==> src/hw/sfc_pkg.sv <==
// Purpose: Shared constants and types of the serial flash command port.
// Assumes: 18-bit byte address inside a 2-Mbit array.
// Notes: Opcodes, status layout, erase sizes and reset values live here.
package sfc_pkg;
   localparam int ADDR_W = 18;
   localparam int PAGE_BYTES = 256;
   localparam int SMALL_SECT_BYTES = 4096;
   localparam int SECT_BYTES = 65536;
   localparam int FIFO_DEPTH = 16;
   localparam int FIFO_W = ADDR_W + 8;

   ////////////////////////////////////////////////////////////////////////
   // Command opcodes.
   localparam logic [7:0] OP_READ = 8'h03;
   localparam logic [7:0] OP_FREAD = 8'h0B;
   localparam logic [7:0] OP_SSE = 8'hD7;
   localparam logic [7:0] OP_SE = 8'hD8;
   localparam logic [7:0] OP_CE = 8'hC7;
   localparam logic [7:0] OP_PP = 8'h02;
   localparam logic [7:0] OP_WREN = 8'h06;
   localparam logic [7:0] OP_WRDI = 8'h04;
   localparam logic [7:0] OP_PDN = 8'hB9;
   localparam logic [7:0] OP_RDSR = 8'h05;
   localparam logic [7:0] OP_WRSR = 8'h01;
   localparam logic [7:0] OP_ID1 = 8'h9F;
   localparam logic [7:0] OP_ID2 = 8'hAB;

   ////////////////////////////////////////////////////////////////////////
   // Byte counts that make a command complete, opcode included; N_ADDR_LAST is the count before the last address byte.
   localparam logic [8:0] N_SINGLE = 9'h001;
   localparam logic [8:0] N_WRSR = 9'h002;
   localparam logic [8:0] N_ADDR_LAST = 9'h003;
   localparam logic [8:0] N_ERASE = 9'h004;
   localparam logic [8:0] N_PROG_MIN = 9'h005;

   // Status byte positions and reset values of the writable bits.
   localparam int SR_LOCK = 7;
   localparam int SR_BP = 2;
   localparam int SR_WEN = 1;
   localparam logic [1:0] BP_RST = 2'h0;
   localparam logic LOCK_RST = 1'b0;

   // Erase kinds reported with the erase pulse.
   localparam logic [1:0] ER_SMALL = 2'h0;
   localparam logic [1:0] ER_SECT = 2'h1;
   localparam logic [1:0] ER_CHIP = 2'h2;

   typedef enum logic [3:0] {
      PH_IDLE, PH_CMD, PH_ADDR, PH_DUMMY, PH_OUT,
      PH_PROG, PH_DATA, PH_DONE, PH_IGN
   } sfc_phase_t;

   typedef enum logic [1:0] {
      SRC_READ, SRC_STAT, SRC_ID
   } sfc_src_t;
endpackage

==> src/hw/sfc_stream_if.sv <==
// Purpose: Valid/ready word stream between the command port and its FIFO.
// Assumes: Both ends on the same clock.
// Notes: The sender drives valid and data, the receiver drives ready.
`timescale 1ns/1ps
interface sfc_stream_if #(parameter int W = 26) ();
   logic valid;
   logic ready;
   logic [W-1:0] data;
   modport src (output valid, output data, input ready);
   modport snk (input valid, input data, output ready);
endinterface

==> src/hw/sfc_core.sv <==
// Purpose: Device-side serial command port of a 2-Mbit serial flash.
// Assumes: Pins are asynchronous to clock and slower than clock / 6.
// Notes: The array sits outside; reads use rd_addr/rd_data, erases a
// pulse, programs a byte stream through a FIFO closed by prog_end.
//
// How it works
// - Input bits are taken on clock rising edges.
// - Output bits change on clock falling edges only.
// - Active only while select is low.
// - Write protect low enforces the status lock.
// - Hold low freezes the transfer state.
// - Read 03h, fast read 0Bh adds dummy.
// - Address bits 23 to 18 are ignored.
// - Erase opcodes D7h, D8h with address; C7h alone.
// - Small sector 4 KiB, sector 64 KiB.
// - Program 02h, address, 1 to 256 bytes.
// - Non-reads other than program act only on whole-byte select rise.
// - B9h powers down; lone ABh wakes up.
// - Opcode 05h returns the status byte.
// - Opcode 01h plus one byte writes status.
// - 9Fh alternates maker and device codes.
// - ABh with address bit 0 picks first code.
// - All bytes move most significant bit first.
// - Clock level at select fall picks mode.
// - Read address increments and wraps to zero.
`timescale 1ns/1ps
module sfc_core #(
   parameter logic [7:0] MFR_CODE = 8'h5A, // Arbitrary value.
   parameter logic [7:0] DEV_CODE = 8'h3C  // Arbitrary value.
) (
   input wire logic clock,
   input wire logic rst_n,
   input wire logic sck,
   input wire logic si,
   input wire logic cs_n,
   input wire logic wp_n,
   input wire logic hold_n,
   output logic so,
   output logic so_oe,
   output logic [17:0] rd_addr,
   input wire logic [7:0] rd_data,
   input wire logic busy,
   output logic erase_go,
   output logic [1:0] erase_kind,
   output logic [17:0] erase_addr,
   output logic prog_valid,
   input wire logic prog_ready,
   output logic [17:0] prog_addr,
   output logic [7:0] program_byte,
   output logic prog_end,
   output logic prog_ok,
   output logic power_down,
   output logic write_en,
   output logic [1:0] block_prot,
   output logic status_lock_bit,
   output logic spi_mode3
);
   typedef struct packed {
      logic [2:0] s_cs;
      logic [2:0] s_sck;
      logic [1:0] s_si;
      logic [1:0] s_hold;
      logic [1:0] s_wp;
      sfc_pkg::sfc_phase_t phase;
      sfc_pkg::sfc_src_t src;
      logic mode3;
      logic [2:0] bitcnt;
      logic [2:0] obit;
      logic [8:0] bytecnt;
      logic [7:0] op;
      logic [7:0] sh;
      logic [7:0] wbyte;
      logic [17:0] addr;
      logic [7:0] obuf;
      logic so;
      logic oe;
      logic id_sel;
      logic wen;
      logic [1:0] bp;
      logic lock;
      logic pdown;
      logic fail;
      logic erase_go;
      logic [1:0] erase_kind;
      logic prog_end;
      logic prog_ok;
   } sfc_core_st_t;

   sfc_core_st_t r_reg;
   sfc_core_st_t r_next;
   logic rise;
   logic fall;
   logic cs_fall;
   logic cs_rise;
   logic byte_done;
   logic [7:0] byte_in;
   logic [7:0] stat_byte;
   logic lock_on;
   logic push_v;

   sfc_stream_if #(.W(sfc_pkg::FIFO_W)) push_if ();
   sfc_stream_if #(.W(sfc_pkg::FIFO_W)) drain_if ();

   ////////////////////////////////////////////////////////////////////////
   // Edges come from the second and third sync stages only; hold low
   // hides every clock edge so the transfer simply pauses.
   assign rise = r_reg.s_sck[1] & ~r_reg.s_sck[2] & ~r_reg.s_cs[1]
                 & r_reg.s_hold[1];
   assign fall = ~r_reg.s_sck[1] & r_reg.s_sck[2] & ~r_reg.s_cs[1]
                 & r_reg.s_hold[1];
   assign cs_fall = r_reg.s_cs[2] & ~r_reg.s_cs[1];
   assign cs_rise = ~r_reg.s_cs[2] & r_reg.s_cs[1];
   assign byte_in = {r_reg.sh[6:0], r_reg.s_si[1]};
   assign byte_done = rise && (r_reg.bitcnt == 3'h7);
   assign stat_byte = {r_reg.lock, 3'h0, r_reg.bp, r_reg.wen, busy};
   assign lock_on = r_reg.lock & ~r_reg.s_wp[1];
   assign push_v = byte_done && (r_reg.phase == sfc_pkg::PH_PROG);

   // Program bytes travel with their address; a full FIFO drops the
   // byte and fails the whole command rather than stalling the host.
   assign push_if.valid = push_v;
   assign push_if.data = {r_reg.addr, byte_in};
   assign drain_if.ready = prog_ready;
   assign prog_valid = drain_if.valid;
   assign {prog_addr, program_byte} = drain_if.data;

   sfc_fifo #(.W(sfc_pkg::FIFO_W), .D(sfc_pkg::FIFO_DEPTH)) u_fifo (
      .clock(clock),
      .rst_n(rst_n),
      .in_s(push_if),
      .out_s(drain_if)
   );

   ////////////////////////////////////////////////////////////////////////
   // Next-state logic for the whole port.
   always_comb begin
      logic [7:0] ob;
      ob = 8'h00;
      r_next = r_reg;
      r_next.s_cs = {r_reg.s_cs[1:0], cs_n};
      r_next.s_sck = {r_reg.s_sck[1:0], sck};
      r_next.s_si = {r_reg.s_si[0], si};
      r_next.s_hold = {r_reg.s_hold[0], hold_n};
      r_next.s_wp = {r_reg.s_wp[0], wp_n};
      r_next.erase_go = 1'b0;
      r_next.prog_end = 1'b0;
      if (cs_fall) begin
         // Selection starts a fresh command in the mode the clock shows.
         r_next.phase = sfc_pkg::PH_CMD;
         r_next.mode3 = r_reg.s_sck[1];
         r_next.bitcnt = 3'h0;
         r_next.obit = 3'h0;
         r_next.bytecnt = 9'h000;
         r_next.oe = 1'b0;
         r_next.fail = 1'b0;
      end else if (cs_rise) begin
         // Deselect: output released, program closed; all but reads and program act only here.
         r_next.phase = sfc_pkg::PH_IDLE;
         r_next.oe = 1'b0;
         if (r_reg.phase == sfc_pkg::PH_PROG) begin
            r_next.prog_end = 1'b1;
            r_next.prog_ok = !r_reg.fail && r_reg.bitcnt == 3'h0
                             && r_reg.bytecnt >= sfc_pkg::N_PROG_MIN;
            r_next.wen = 1'b0;
         end else if (r_reg.bitcnt == 3'h0) begin
            if (r_reg.phase == sfc_pkg::PH_DONE) begin
               case (r_reg.op)
                  sfc_pkg::OP_WREN: begin
                     if (r_reg.bytecnt == sfc_pkg::N_SINGLE) begin
                        r_next.wen = 1'b1;
                     end
                  end
                  sfc_pkg::OP_WRDI: begin
                     if (r_reg.bytecnt == sfc_pkg::N_SINGLE) begin
                        r_next.wen = 1'b0;
                     end
                  end
                  sfc_pkg::OP_PDN: begin
                     if (r_reg.bytecnt == sfc_pkg::N_SINGLE) begin
                        r_next.pdown = 1'b1;
                     end
                  end
                  sfc_pkg::OP_CE: begin
                     if (r_reg.bytecnt == sfc_pkg::N_SINGLE && r_reg.wen
                         && !busy) begin
                        r_next.erase_go = 1'b1;
                        r_next.erase_kind = sfc_pkg::ER_CHIP;
                        r_next.wen = 1'b0;
                     end
                  end
                  sfc_pkg::OP_SSE, sfc_pkg::OP_SE: begin
                     if (r_reg.bytecnt == sfc_pkg::N_ERASE && r_reg.wen
                         && !busy) begin
                        r_next.erase_go = 1'b1;
                        r_next.wen = 1'b0;
                        if (r_reg.op == sfc_pkg::OP_SSE) begin
                           r_next.erase_kind = sfc_pkg::ER_SMALL;
                           r_next.addr = r_reg.addr
                              & ~18'(sfc_pkg::SMALL_SECT_BYTES - 1);
                        end else begin
                           r_next.erase_kind = sfc_pkg::ER_SECT;
                           r_next.addr = r_reg.addr
                              & ~18'(sfc_pkg::SECT_BYTES - 1);
                        end
                     end
                  end
                  sfc_pkg::OP_WRSR: begin
                     if (r_reg.bytecnt == sfc_pkg::N_WRSR && r_reg.wen
                         && !lock_on) begin
                        r_next.lock = r_reg.wbyte[sfc_pkg::SR_LOCK];
                        r_next.bp = r_reg.wbyte[sfc_pkg::SR_BP +: 2];
                        r_next.wen = 1'b0;
                     end
                  end
                  default: begin
                  end
               endcase
            end else if (r_reg.phase == sfc_pkg::PH_ADDR
                         && r_reg.op == sfc_pkg::OP_ID2
                         && r_reg.bytecnt == sfc_pkg::N_SINGLE) begin
               r_next.pdown = 1'b0;
            end
         end
      end else begin
         if (rise && r_reg.phase != sfc_pkg::PH_IDLE) begin
            r_next.sh = byte_in;
            r_next.bitcnt = r_reg.bitcnt + 1'b1;
         end
         if (byte_done && r_reg.bytecnt != 9'h1FF) begin
            r_next.bytecnt = r_reg.bytecnt + 1'b1;
         end
         if (byte_done) begin
            unique case (r_reg.phase)
               sfc_pkg::PH_CMD: begin
                  r_next.op = byte_in;
                  if (r_reg.pdown && byte_in != sfc_pkg::OP_ID2) begin
                     r_next.phase = sfc_pkg::PH_IGN;
                  end else begin
                     case (byte_in)
                        sfc_pkg::OP_READ, sfc_pkg::OP_FREAD,
                        sfc_pkg::OP_SSE, sfc_pkg::OP_SE,
                        sfc_pkg::OP_ID2: begin
                           r_next.phase = sfc_pkg::PH_ADDR;
                        end
                        sfc_pkg::OP_PP: begin
                           r_next.phase = (r_reg.wen && !busy)
                              ? sfc_pkg::PH_ADDR : sfc_pkg::PH_IGN;
                        end
                        sfc_pkg::OP_RDSR: begin
                           r_next.phase = sfc_pkg::PH_OUT;
                           r_next.src = sfc_pkg::SRC_STAT;
                        end
                        sfc_pkg::OP_ID1: begin
                           r_next.phase = sfc_pkg::PH_OUT;
                           r_next.src = sfc_pkg::SRC_ID;
                           r_next.id_sel = 1'b0;
                        end
                        sfc_pkg::OP_WRSR: begin
                           r_next.phase = sfc_pkg::PH_DATA;
                        end
                        sfc_pkg::OP_WREN, sfc_pkg::OP_WRDI,
                        sfc_pkg::OP_PDN, sfc_pkg::OP_CE: begin
                           r_next.phase = sfc_pkg::PH_DONE;
                        end
                        default: begin
                           r_next.phase = sfc_pkg::PH_IGN;
                        end
                     endcase
                  end
               end
               sfc_pkg::PH_ADDR: begin
                  // Only the low 18 of 24 shifted bits are kept.
                  r_next.addr = {r_reg.addr[9:0], byte_in};
                  if (r_reg.bytecnt == sfc_pkg::N_ADDR_LAST) begin
                     case (r_reg.op)
                        sfc_pkg::OP_READ: begin
                           r_next.phase = sfc_pkg::PH_OUT;
                           r_next.src = sfc_pkg::SRC_READ;
                        end
                        sfc_pkg::OP_FREAD: begin
                           r_next.phase = sfc_pkg::PH_DUMMY;
                        end
                        sfc_pkg::OP_ID2: begin
                           r_next.phase = sfc_pkg::PH_OUT;
                           r_next.src = sfc_pkg::SRC_ID;
                           r_next.id_sel = byte_in[0];
                        end
                        sfc_pkg::OP_PP: begin
                           r_next.phase = sfc_pkg::PH_PROG;
                        end
                        default: begin
                           r_next.phase = sfc_pkg::PH_DONE;
                        end
                     endcase
                  end
               end
               sfc_pkg::PH_DUMMY: begin
                  r_next.phase = sfc_pkg::PH_OUT;
                  r_next.src = sfc_pkg::SRC_READ;
               end
               sfc_pkg::PH_PROG: begin
                  // Bytes past the page end wrap inside the page.
                  r_next.addr[7:0] = r_reg.addr[7:0] + 1'b1;
                  if (!push_if.ready) begin
                     r_next.fail = 1'b1;
                  end
               end
               sfc_pkg::PH_DATA: begin
                  r_next.wbyte = byte_in;
                  r_next.phase = sfc_pkg::PH_DONE;
               end
               sfc_pkg::PH_IDLE, sfc_pkg::PH_OUT, sfc_pkg::PH_DONE,
               sfc_pkg::PH_IGN: begin
               end
            endcase
         end
         if (fall && r_reg.phase == sfc_pkg::PH_OUT) begin
            // A new byte is fetched at each byte boundary.
            if (r_reg.obit == 3'h0) begin
               unique case (r_reg.src)
                  sfc_pkg::SRC_READ: ob = rd_data;
                  sfc_pkg::SRC_STAT: ob = stat_byte;
                  sfc_pkg::SRC_ID: ob = r_reg.id_sel ? DEV_CODE : MFR_CODE;
               endcase
               r_next.so = ob[7];
               r_next.obuf = {ob[6:0], 1'b0};
               r_next.oe = 1'b1;
               if (r_reg.src == sfc_pkg::SRC_READ) begin
                  r_next.addr = r_reg.addr + 1'b1;
               end
               if (r_reg.src == sfc_pkg::SRC_ID) begin
                  r_next.id_sel = ~r_reg.id_sel;
               end
            end else begin
               r_next.so = r_reg.obuf[7];
               r_next.obuf = {r_reg.obuf[6:0], 1'b0};
            end
            r_next.obit = r_reg.obit + 1'b1;
         end
      end
   end

   // State register; select, hold and protect syncs idle high after reset.
   always_ff @(posedge clock or negedge rst_n) begin
      if (!rst_n) begin
         r_reg <= '0;
         r_reg.s_cs <= 3'h7;
         r_reg.s_hold <= 2'h3;
         r_reg.s_wp <= 2'h3;
         r_reg.bp <= sfc_pkg::BP_RST;
         r_reg.lock <= sfc_pkg::LOCK_RST;
      end else begin
         r_reg <= r_next;
      end
   end

   ////////////////////////////////////////////////////////////////////////
   // Outputs; the driver is released while hold is low.
   assign so = r_reg.so;
   assign so_oe = r_reg.oe & r_reg.s_hold[1];
   assign rd_addr = r_reg.addr;
   assign erase_addr = r_reg.addr;
   assign erase_go = r_reg.erase_go;
   assign erase_kind = r_reg.erase_kind;
   assign prog_end = r_reg.prog_end;
   assign prog_ok = r_reg.prog_ok;
   assign power_down = r_reg.pdown;
   assign write_en = r_reg.wen;
   assign block_prot = r_reg.bp;
   assign status_lock_bit = r_reg.lock;
   assign spi_mode3 = r_reg.mode3;
endmodule

==> src/hw/sfc_fifo.sv <==
// Purpose: Synchronous FIFO for program bytes with their addresses.
// Assumes: One clock; D of at least two.
// Notes: Full and empty come straight from the held count.
`timescale 1ns/1ps
module sfc_fifo #(
   parameter int W = 26,
   parameter int D = 16
) (
   input wire logic clock,
   input wire logic rst_n,
   sfc_stream_if.snk in_s,
   sfc_stream_if.src out_s
);
   localparam int AW = $clog2(D);

   typedef struct packed {
      logic [D-1:0][W-1:0] mem;
      logic [AW-1:0] wp;
      logic [AW-1:0] rp;
      logic [AW:0] cnt;
   } sfc_fifo_st_t;

   sfc_fifo_st_t f_reg;
   sfc_fifo_st_t f_next;
   logic push;
   logic pop;

   ////////////////////////////////////////////////////////////////////////
   // Handshakes; data is read from the stored words.
   assign in_s.ready = (f_reg.cnt != (AW + 1)'(D));
   assign out_s.valid = (f_reg.cnt != '0);
   assign out_s.data = f_reg.mem[f_reg.rp];
   assign push = in_s.valid & in_s.ready;
   assign pop = out_s.valid & out_s.ready;

   // Pointers wrap by compare so that D need not be a power of two.
   always_comb begin
      f_next = f_reg;
      if (push) begin
         f_next.mem[f_reg.wp] = in_s.data;
         f_next.wp = (f_reg.wp == AW'(D - 1)) ? '0 : f_reg.wp + 1'b1;
      end
      if (pop) begin
         f_next.rp = (f_reg.rp == AW'(D - 1)) ? '0 : f_reg.rp + 1'b1;
      end
      if (push && !pop) begin
         f_next.cnt = f_reg.cnt + 1'b1;
      end else if (pop && !push) begin
         f_next.cnt = f_reg.cnt - 1'b1;
      end
   end

   // State register.
   always_ff @(posedge clock or negedge rst_n) begin
      if (!rst_n) begin
         f_reg <= '0;
      end else begin
         f_reg <= f_next;
      end
   end
endmodule

==> config.mk <==
export PLATFORM = sky130hd
export DESIGN_NAME = sfc_core
export DESIGN_NICKNAME = d
export VERILOG_FILES = /design/src/hw/sfc_pkg.sv /design/src/hw/sfc_stream_if.sv /design/src/hw/sfc_core.sv /design/src/hw/sfc_fifo.sv
export SDC_FILE = /design/constraint.sdc
export NUM_CORES = 1
export LEC_CHECK = 0
export ABC_AREA = 1
export BUFFER_PORTS_ARGS = -buffer_cell sky130_fd_sc_hd__buf_2
export CAP_MARGIN = 20
export CELL_PAD_IN_SITES_DETAIL_PLACEMENT = 0
export CELL_PAD_IN_SITES_GLOBAL_PLACEMENT = 1
export CORE_MARGIN = 5
export CORE_UTILIZATION = 47
export DETAILED_ROUTE_END_ITERATION = 12
export PLACE_DENSITY_LB_ADDON = 0.1
export SETUP_SLACK_MARGIN = 0.1
export SYNTH_ARGS = -nofsm -noshare
export SYNTH_HDL_FRONTEND = slang
export SYNTH_SLANG_ARGS = --single-unit
export TNS_END_PERCENT = 10
==> constraint.sdc <==
create_clock -name clock -period 3.21 [get_ports clock]
set_clock_uncertainty 0.2 [all_clocks]
set_input_delay 0.4815 -clock clock [delete_from_list [all_inputs] [get_ports clock]]
set_output_delay 0.4815 -clock clock [all_outputs]
set_load 0.02 [all_outputs]
# Yosys cells after proc, flatten, opt, wreduce, memory -nomap -nowiden
# Cells that the tools add are included.
# Widths: inputs -> output; s select.
# classes
muxes,85
n_addsub,9
n_eq_ne,65
bitwise_logic,21
reduce_logical,70
n_lt_le_gt_ge,4
# ops
op,count
$bwmux 416,1
$bmux 26 s4,1
$demux 26 s4,1
$mux 16,6
$eq 8x8->1 const B,11
$mux 26,3
$mux 18,3
$eq 8x3->1 const B,5
$mux 39,1
$eq 8x2->1 const B,4
$mux 4,8
$mux 8,4
$mux 29,1
$mux 5,5
$mux 3,8
$pmux 8 s3,1
$mux 1,22
$reduce_and 7->1,3
$logic_and 1x1->1,20
$pmux 4 s5,1
$reduce_bool 2->1,10
$add 18x1->18 const B,1
$eq 9x2->1 const B,2
$mux 9,2
59 further kinds,130
# totals
regBits,527
output_inout_bits,76

# Depth between registers and ports, before layout
# logic_depth
ltp_word,11
ltp_mapped,18
ltp_nobuf,17

# By module
# A second synthesis with hierarchy kept.
# hier_totals
cells_unflattened,4112
hier_area_um2,29608.4
# by_module_without_submodules
mod,area_each_um2,cells_each,seq_area_each_um2,n_inst
sfc_fifo,23438.7,3224,10735.3,1
sfc_core,6169.7,888,2285.9,1

# Least setup slack after synthesis
# Ideal clock, no wire load.
# synth_path
path_type,reg2reg
start,register r_reg[89] in the netlist's numbering
end,register u_fifo.f_reg[4] in the netlist's numbering
period_less_slack_ps,2868
t_arrival_ps,2542
n_path_buf,1
slack_ps,342
stages_incl_launch_ff,18
setup_time_ps,127
path_cell_list,dfstp_2 nand2_1 nor2_1 nand2_1 inv_2 nand2_2 a21oi_4 buf_6 ha_1 inv_1 fa_1 a21oi_1 nor2_1 nor2_1 nand2_1 nand2_1 nor2_1 xor2_1
# synth_between
elab_chain_len,7
elab_cells_between_ends,9
classes_between,mux: 1; bitwise: 2; reduce/logical: 6
# synth_lines
element,line_no,rtl
"start, declared",sfc_core.sv:89,sfc_core_st_t r_reg;
"start signal, assigned",sfc_core.sv:353,r_reg <= r_next;
$and 1x1->1 *,sfc_core.sv:108,& r_reg.s_hold[1];
$logic_and 1x1->1 *,sfc_core.sv:114,assign byte_done = rise && (r_reg.bitcnt == 3'h7);
$logic_and 1x1->1 *,sfc_core.sv:117,assign push_v = byte_done && (r_reg.phase == sfc_pkg::PH_PROG);
$and 1x1->1 *,sfc_fifo.sv:33,assign push = in_s.valid & in_s.ready;
net u_fifo.push,sfc_fifo.sv:25,logic push;
$logic_not 1->1,sfc_fifo.sv:48,end else if (pop && !push) begin
$logic_and 1x1->1,sfc_fifo.sv:48,
$reduce_bool 2->1 (no line),--,
"end signal, assigned",sfc_fifo.sv:58,f_reg <= f_next;
"end, declared",sfc_fifo.sv:23,sfc_fifo_st_t f_reg;
# Mark *: on every way through the listed nets, which the timed path passes. The rest lies on a longest branch.
# A chain may end at the register's enable or synchronous reset.

# Worst setup path in the final report
# layout_path
start,register u_fifo.f_reg[6] in the netlist's numbering
end,output program_byte[2]
# layout_between
elab_chain_len,2
# layout_lines
element,line_no,rtl
$bmux 26 s4,sfc_fifo.sv:32,assign out_s.data = f_reg.mem[f_reg.rp];
$mux 26 (not written as such),sfc_fifo.sv:32,
"end, declared",sfc_core.sv:49,"output logic [7:0] program_byte,"
# Every way passes these cells. The select of a mux whose other input is x is not followed.

==> flow_summary.json <==
{
  "status": "finished clean",
  "cp.required_ns": 2.53,
  "grt_usage": 0.280,
  "fp-row-count": 84,
  "largest_reg_flops": 429,
  "arrival_ns": 2.43,
  "cts_tree": "done",
  "areaGrowthSynthToFinish_pct": 14.3,
  "worst_slew_pin_slew_ns": 0.893,
  "met2_usage": 0.461,
  "drc": 0,
  "ys_seq_area_frac": 0.522,
  "ys_warn_count": 0,
  "cp-end-kind": "output pin",
  "pre_cts_slack_ns": 0.321,
  "rsz0062_at_grt": "yes",
  "period_minus_slack_ns": 3.12,
  "yosys_register_bits": 520,
  "cts.sinks": 520,
  "drt_iter0_drc": 2365,
  "yosysUniqueCellTypes": 43,
  "port_buffers": 92,
  "place_congestion": 0.874,
  "syn_inst": 3088,
  "synth_edf_count": 0,
  "crit_type": "register to output pin",
  "via_count": 21681,
  "finalSetupTns_ns": 0,
  "vdd_drop_max_uv": 413,
  "dp_hpwl_um": 46200,
  "synth_top_flop_cell": "dfrtp_1",
  "overflow": 0,
  "synth_top_area_frac": 0.514,
  "first_global_vias": 20837,
  "cts_made_buffers": 58,
  "fmax_mhz": 321,
  "avgViaCountPerCell": 5.65,
  "slew_headroom": 0.401,
  "busiest_layer": "met2",
  "cts_buffer_depth": 3,
  "start_util": 0.475,
  "p_per_area_nw_per_um2": 750,
  "die_width_um": 240,
  "met3_usage": 0.0367,
  "antenna_found_initial": 1,
  "root_buffer": "clkbuf_16",
  "stdcell_count": 3837,
  "clk_latency_ns": 0.63,
  "wirelength_um": 81700,
  "hold_violations": 0,
  "syn_avg_cell_area_um2": 8.08,
  "detail_route.wl_per_cell_um": 21.3,
  "synthesis.nets": 3131,
  "num-fill-cells": 4882,
  "h-tree-depth": 2,
  "grt_max_degree": 114,
  "drive_above_1_share": 0.110,
  "drt_first_pass_iters": 5,
  "cts.clk_slew.worst_paths_ns": 0.06,
  "timing.final.max_slew_violations": 0,
  "dieArea_um2": 57800,
  "dp.cells": 3701,
  "start_kind": "register",
  "finalCritPeriodShare": 0.971,
  "yosysTopAreaCell": "dfrtp_1",
  "synth_area_um2": 25000,
  "setup_viol": 0,
  "diodes": 0,
  "io_pins": 93,
  "hold_path_class": "primary input to register",
  "p_leak_uw": 0.0129,
  "antenna_left": 0,
  "timing.final.ws_setup_ns": 0.0943,
  "synthArstFlopShare": 1.00,
  "cap_viol_max_count": 0,
  "fin_nets": 3144,
  "grt_pass1_wl_um": 126000,
  "coreArea_um2": 52600,
  "fp.dieH_um": 240,
  "worstPathMaxFanout": 14,
  "synthTopCellsByArea": "dfrtp_1 51%, nand2_1 14%, o21ai_0 11%",
  "gr-usage-met1": 0.390
}
kinds of logic (layout without fill, tap and decap cells):
kind of cell,count (synthesis),count (layout),share of synthesized area
DFF,520,520,0.522
AOI/OAI and AO/OA,818,818,0.175
and+or+nand+nor,1334,1334,0.218
adders and majority gates,26,26,0.0133
xor gates and xnor gates,17,17,0.00596
buffers and inverters,373,434,0.0661
routing by layer:
metal	wire, um	vias to the layer above
li1	-	10233
met1	35700	10584
met2	38900	730
met3	4650	134
met4	2440	0
met5	0	-
layout make-up:
class	count	area, um2	area share
clock buffers	90	1770	0.0622
clock inverters	18	165	0.00579
inverters	125	503	0.0176
multi-input cells	2195	10300	0.363
flip-flops and latches	520	13000	0.457
well taps	688	861	0.0302
repair buffers	199	1810	0.0634
repair inverters	2	27.5	0.000965
worst max-delay path, cell delays in order, from the launching register on:
cell and delay [ns]:
dfrtp_4 0.52, nor2_4 0.24, buf_12 0.23, nand2_1 0.07, a21oi_1 0.15, a211oi_1 0.06
o21ai_1 0.10, o21ai_1 0.10, buf_4 0.16, buf_2 0.15
cells in the mapped netlist, types with 12 or more instances:
| master | number |
|---|---|
| nand4_1 | 30 |
| clkbuf_2 | 19 |
| buf_4 | 44 |
| inv_1 | 118 |
| dfrtp_1 | 513 |
| clkbuf_1 | 143 |
| a21oi_1 | 79 |
| o21ai_1 | 67 |
| o22ai_1 | 34 |
| nor2_1 | 232 |
| nand2_1 | 913 |
| xor2_1 | 16 |
| a211oi_1 | 31 |
| buf_2 | 30 |
| o21ai_0 | 566 |
| ha_1 | 25 |
| o221ai_1 | 15 |
| nand3_1 | 123 |
| nor3_1 | 12 |
metrics by stage:
stage / utilization / hold slack (ns) / total power [uW] / cell area [um2]
floorplan: - / -0.0141 / 10900 / 25000
global placement: 0.494 / 0.137 / 13600 / 26000
detailed placement: 0.494 / 0.147 / 13600 / 26000
CTS: 0.540 / 0.00928 / 21200 / 28400
global route: 0.543 / 0.0341 / 22400 / 28500
finish: 0.543 / 0.0385 / 21400 / 28500
worst paths after layout:
path / start / endpoint / slack (ns) / cells after the start
max in group asynchronous: rst_n / u_fifo.f_reg[373] / 1.68 / 3
min in group asynchronous: rst_n / u_fifo.f_reg[412] / 0.16 / 2
worst min register to register: r_next[89] / r_reg[89] / 0.16 / 0
worst max-delay path: u_fifo.f_reg[6] / program_byte[2] / 0.09 / 9
worst min-delay path: rd_data[1] / r_reg[16] / 0.04 / 5
worst max register to register: r_reg[82] / u_fifo.f_reg[4] / 0.35 / 16
placed cells by master (no fill, tap or decap), types with 62 or more instances in the layout:
master	count
o21ai_1	98
inv_1	116
nand2_1	909
buf_2	80
o21ai_0	534
nand3_1	119
clkbuf_16	62
dfrtp_1	509
nor2_1	228
buf_4	74
a21oi_1	79
power by group:
group	internal, uW	switching [uW]
clock network	3940	2780
registers	6690	205
logic	2590	5190
total	13200	8170
what timing repair did:
action / 4_1_cts / 5_1_grt
endpoints found under the hold margin: 187 / 0
gates cloned: 8 / 3
endpoints found under the setup margin: 26 / 27
pin swaps: 3 / 11
setup buffers: 11 / 0
gates resized for setup: 37 / 54
hold buffers: 6 / 0
Note: power is estimated with default switching activity, not from simulation.
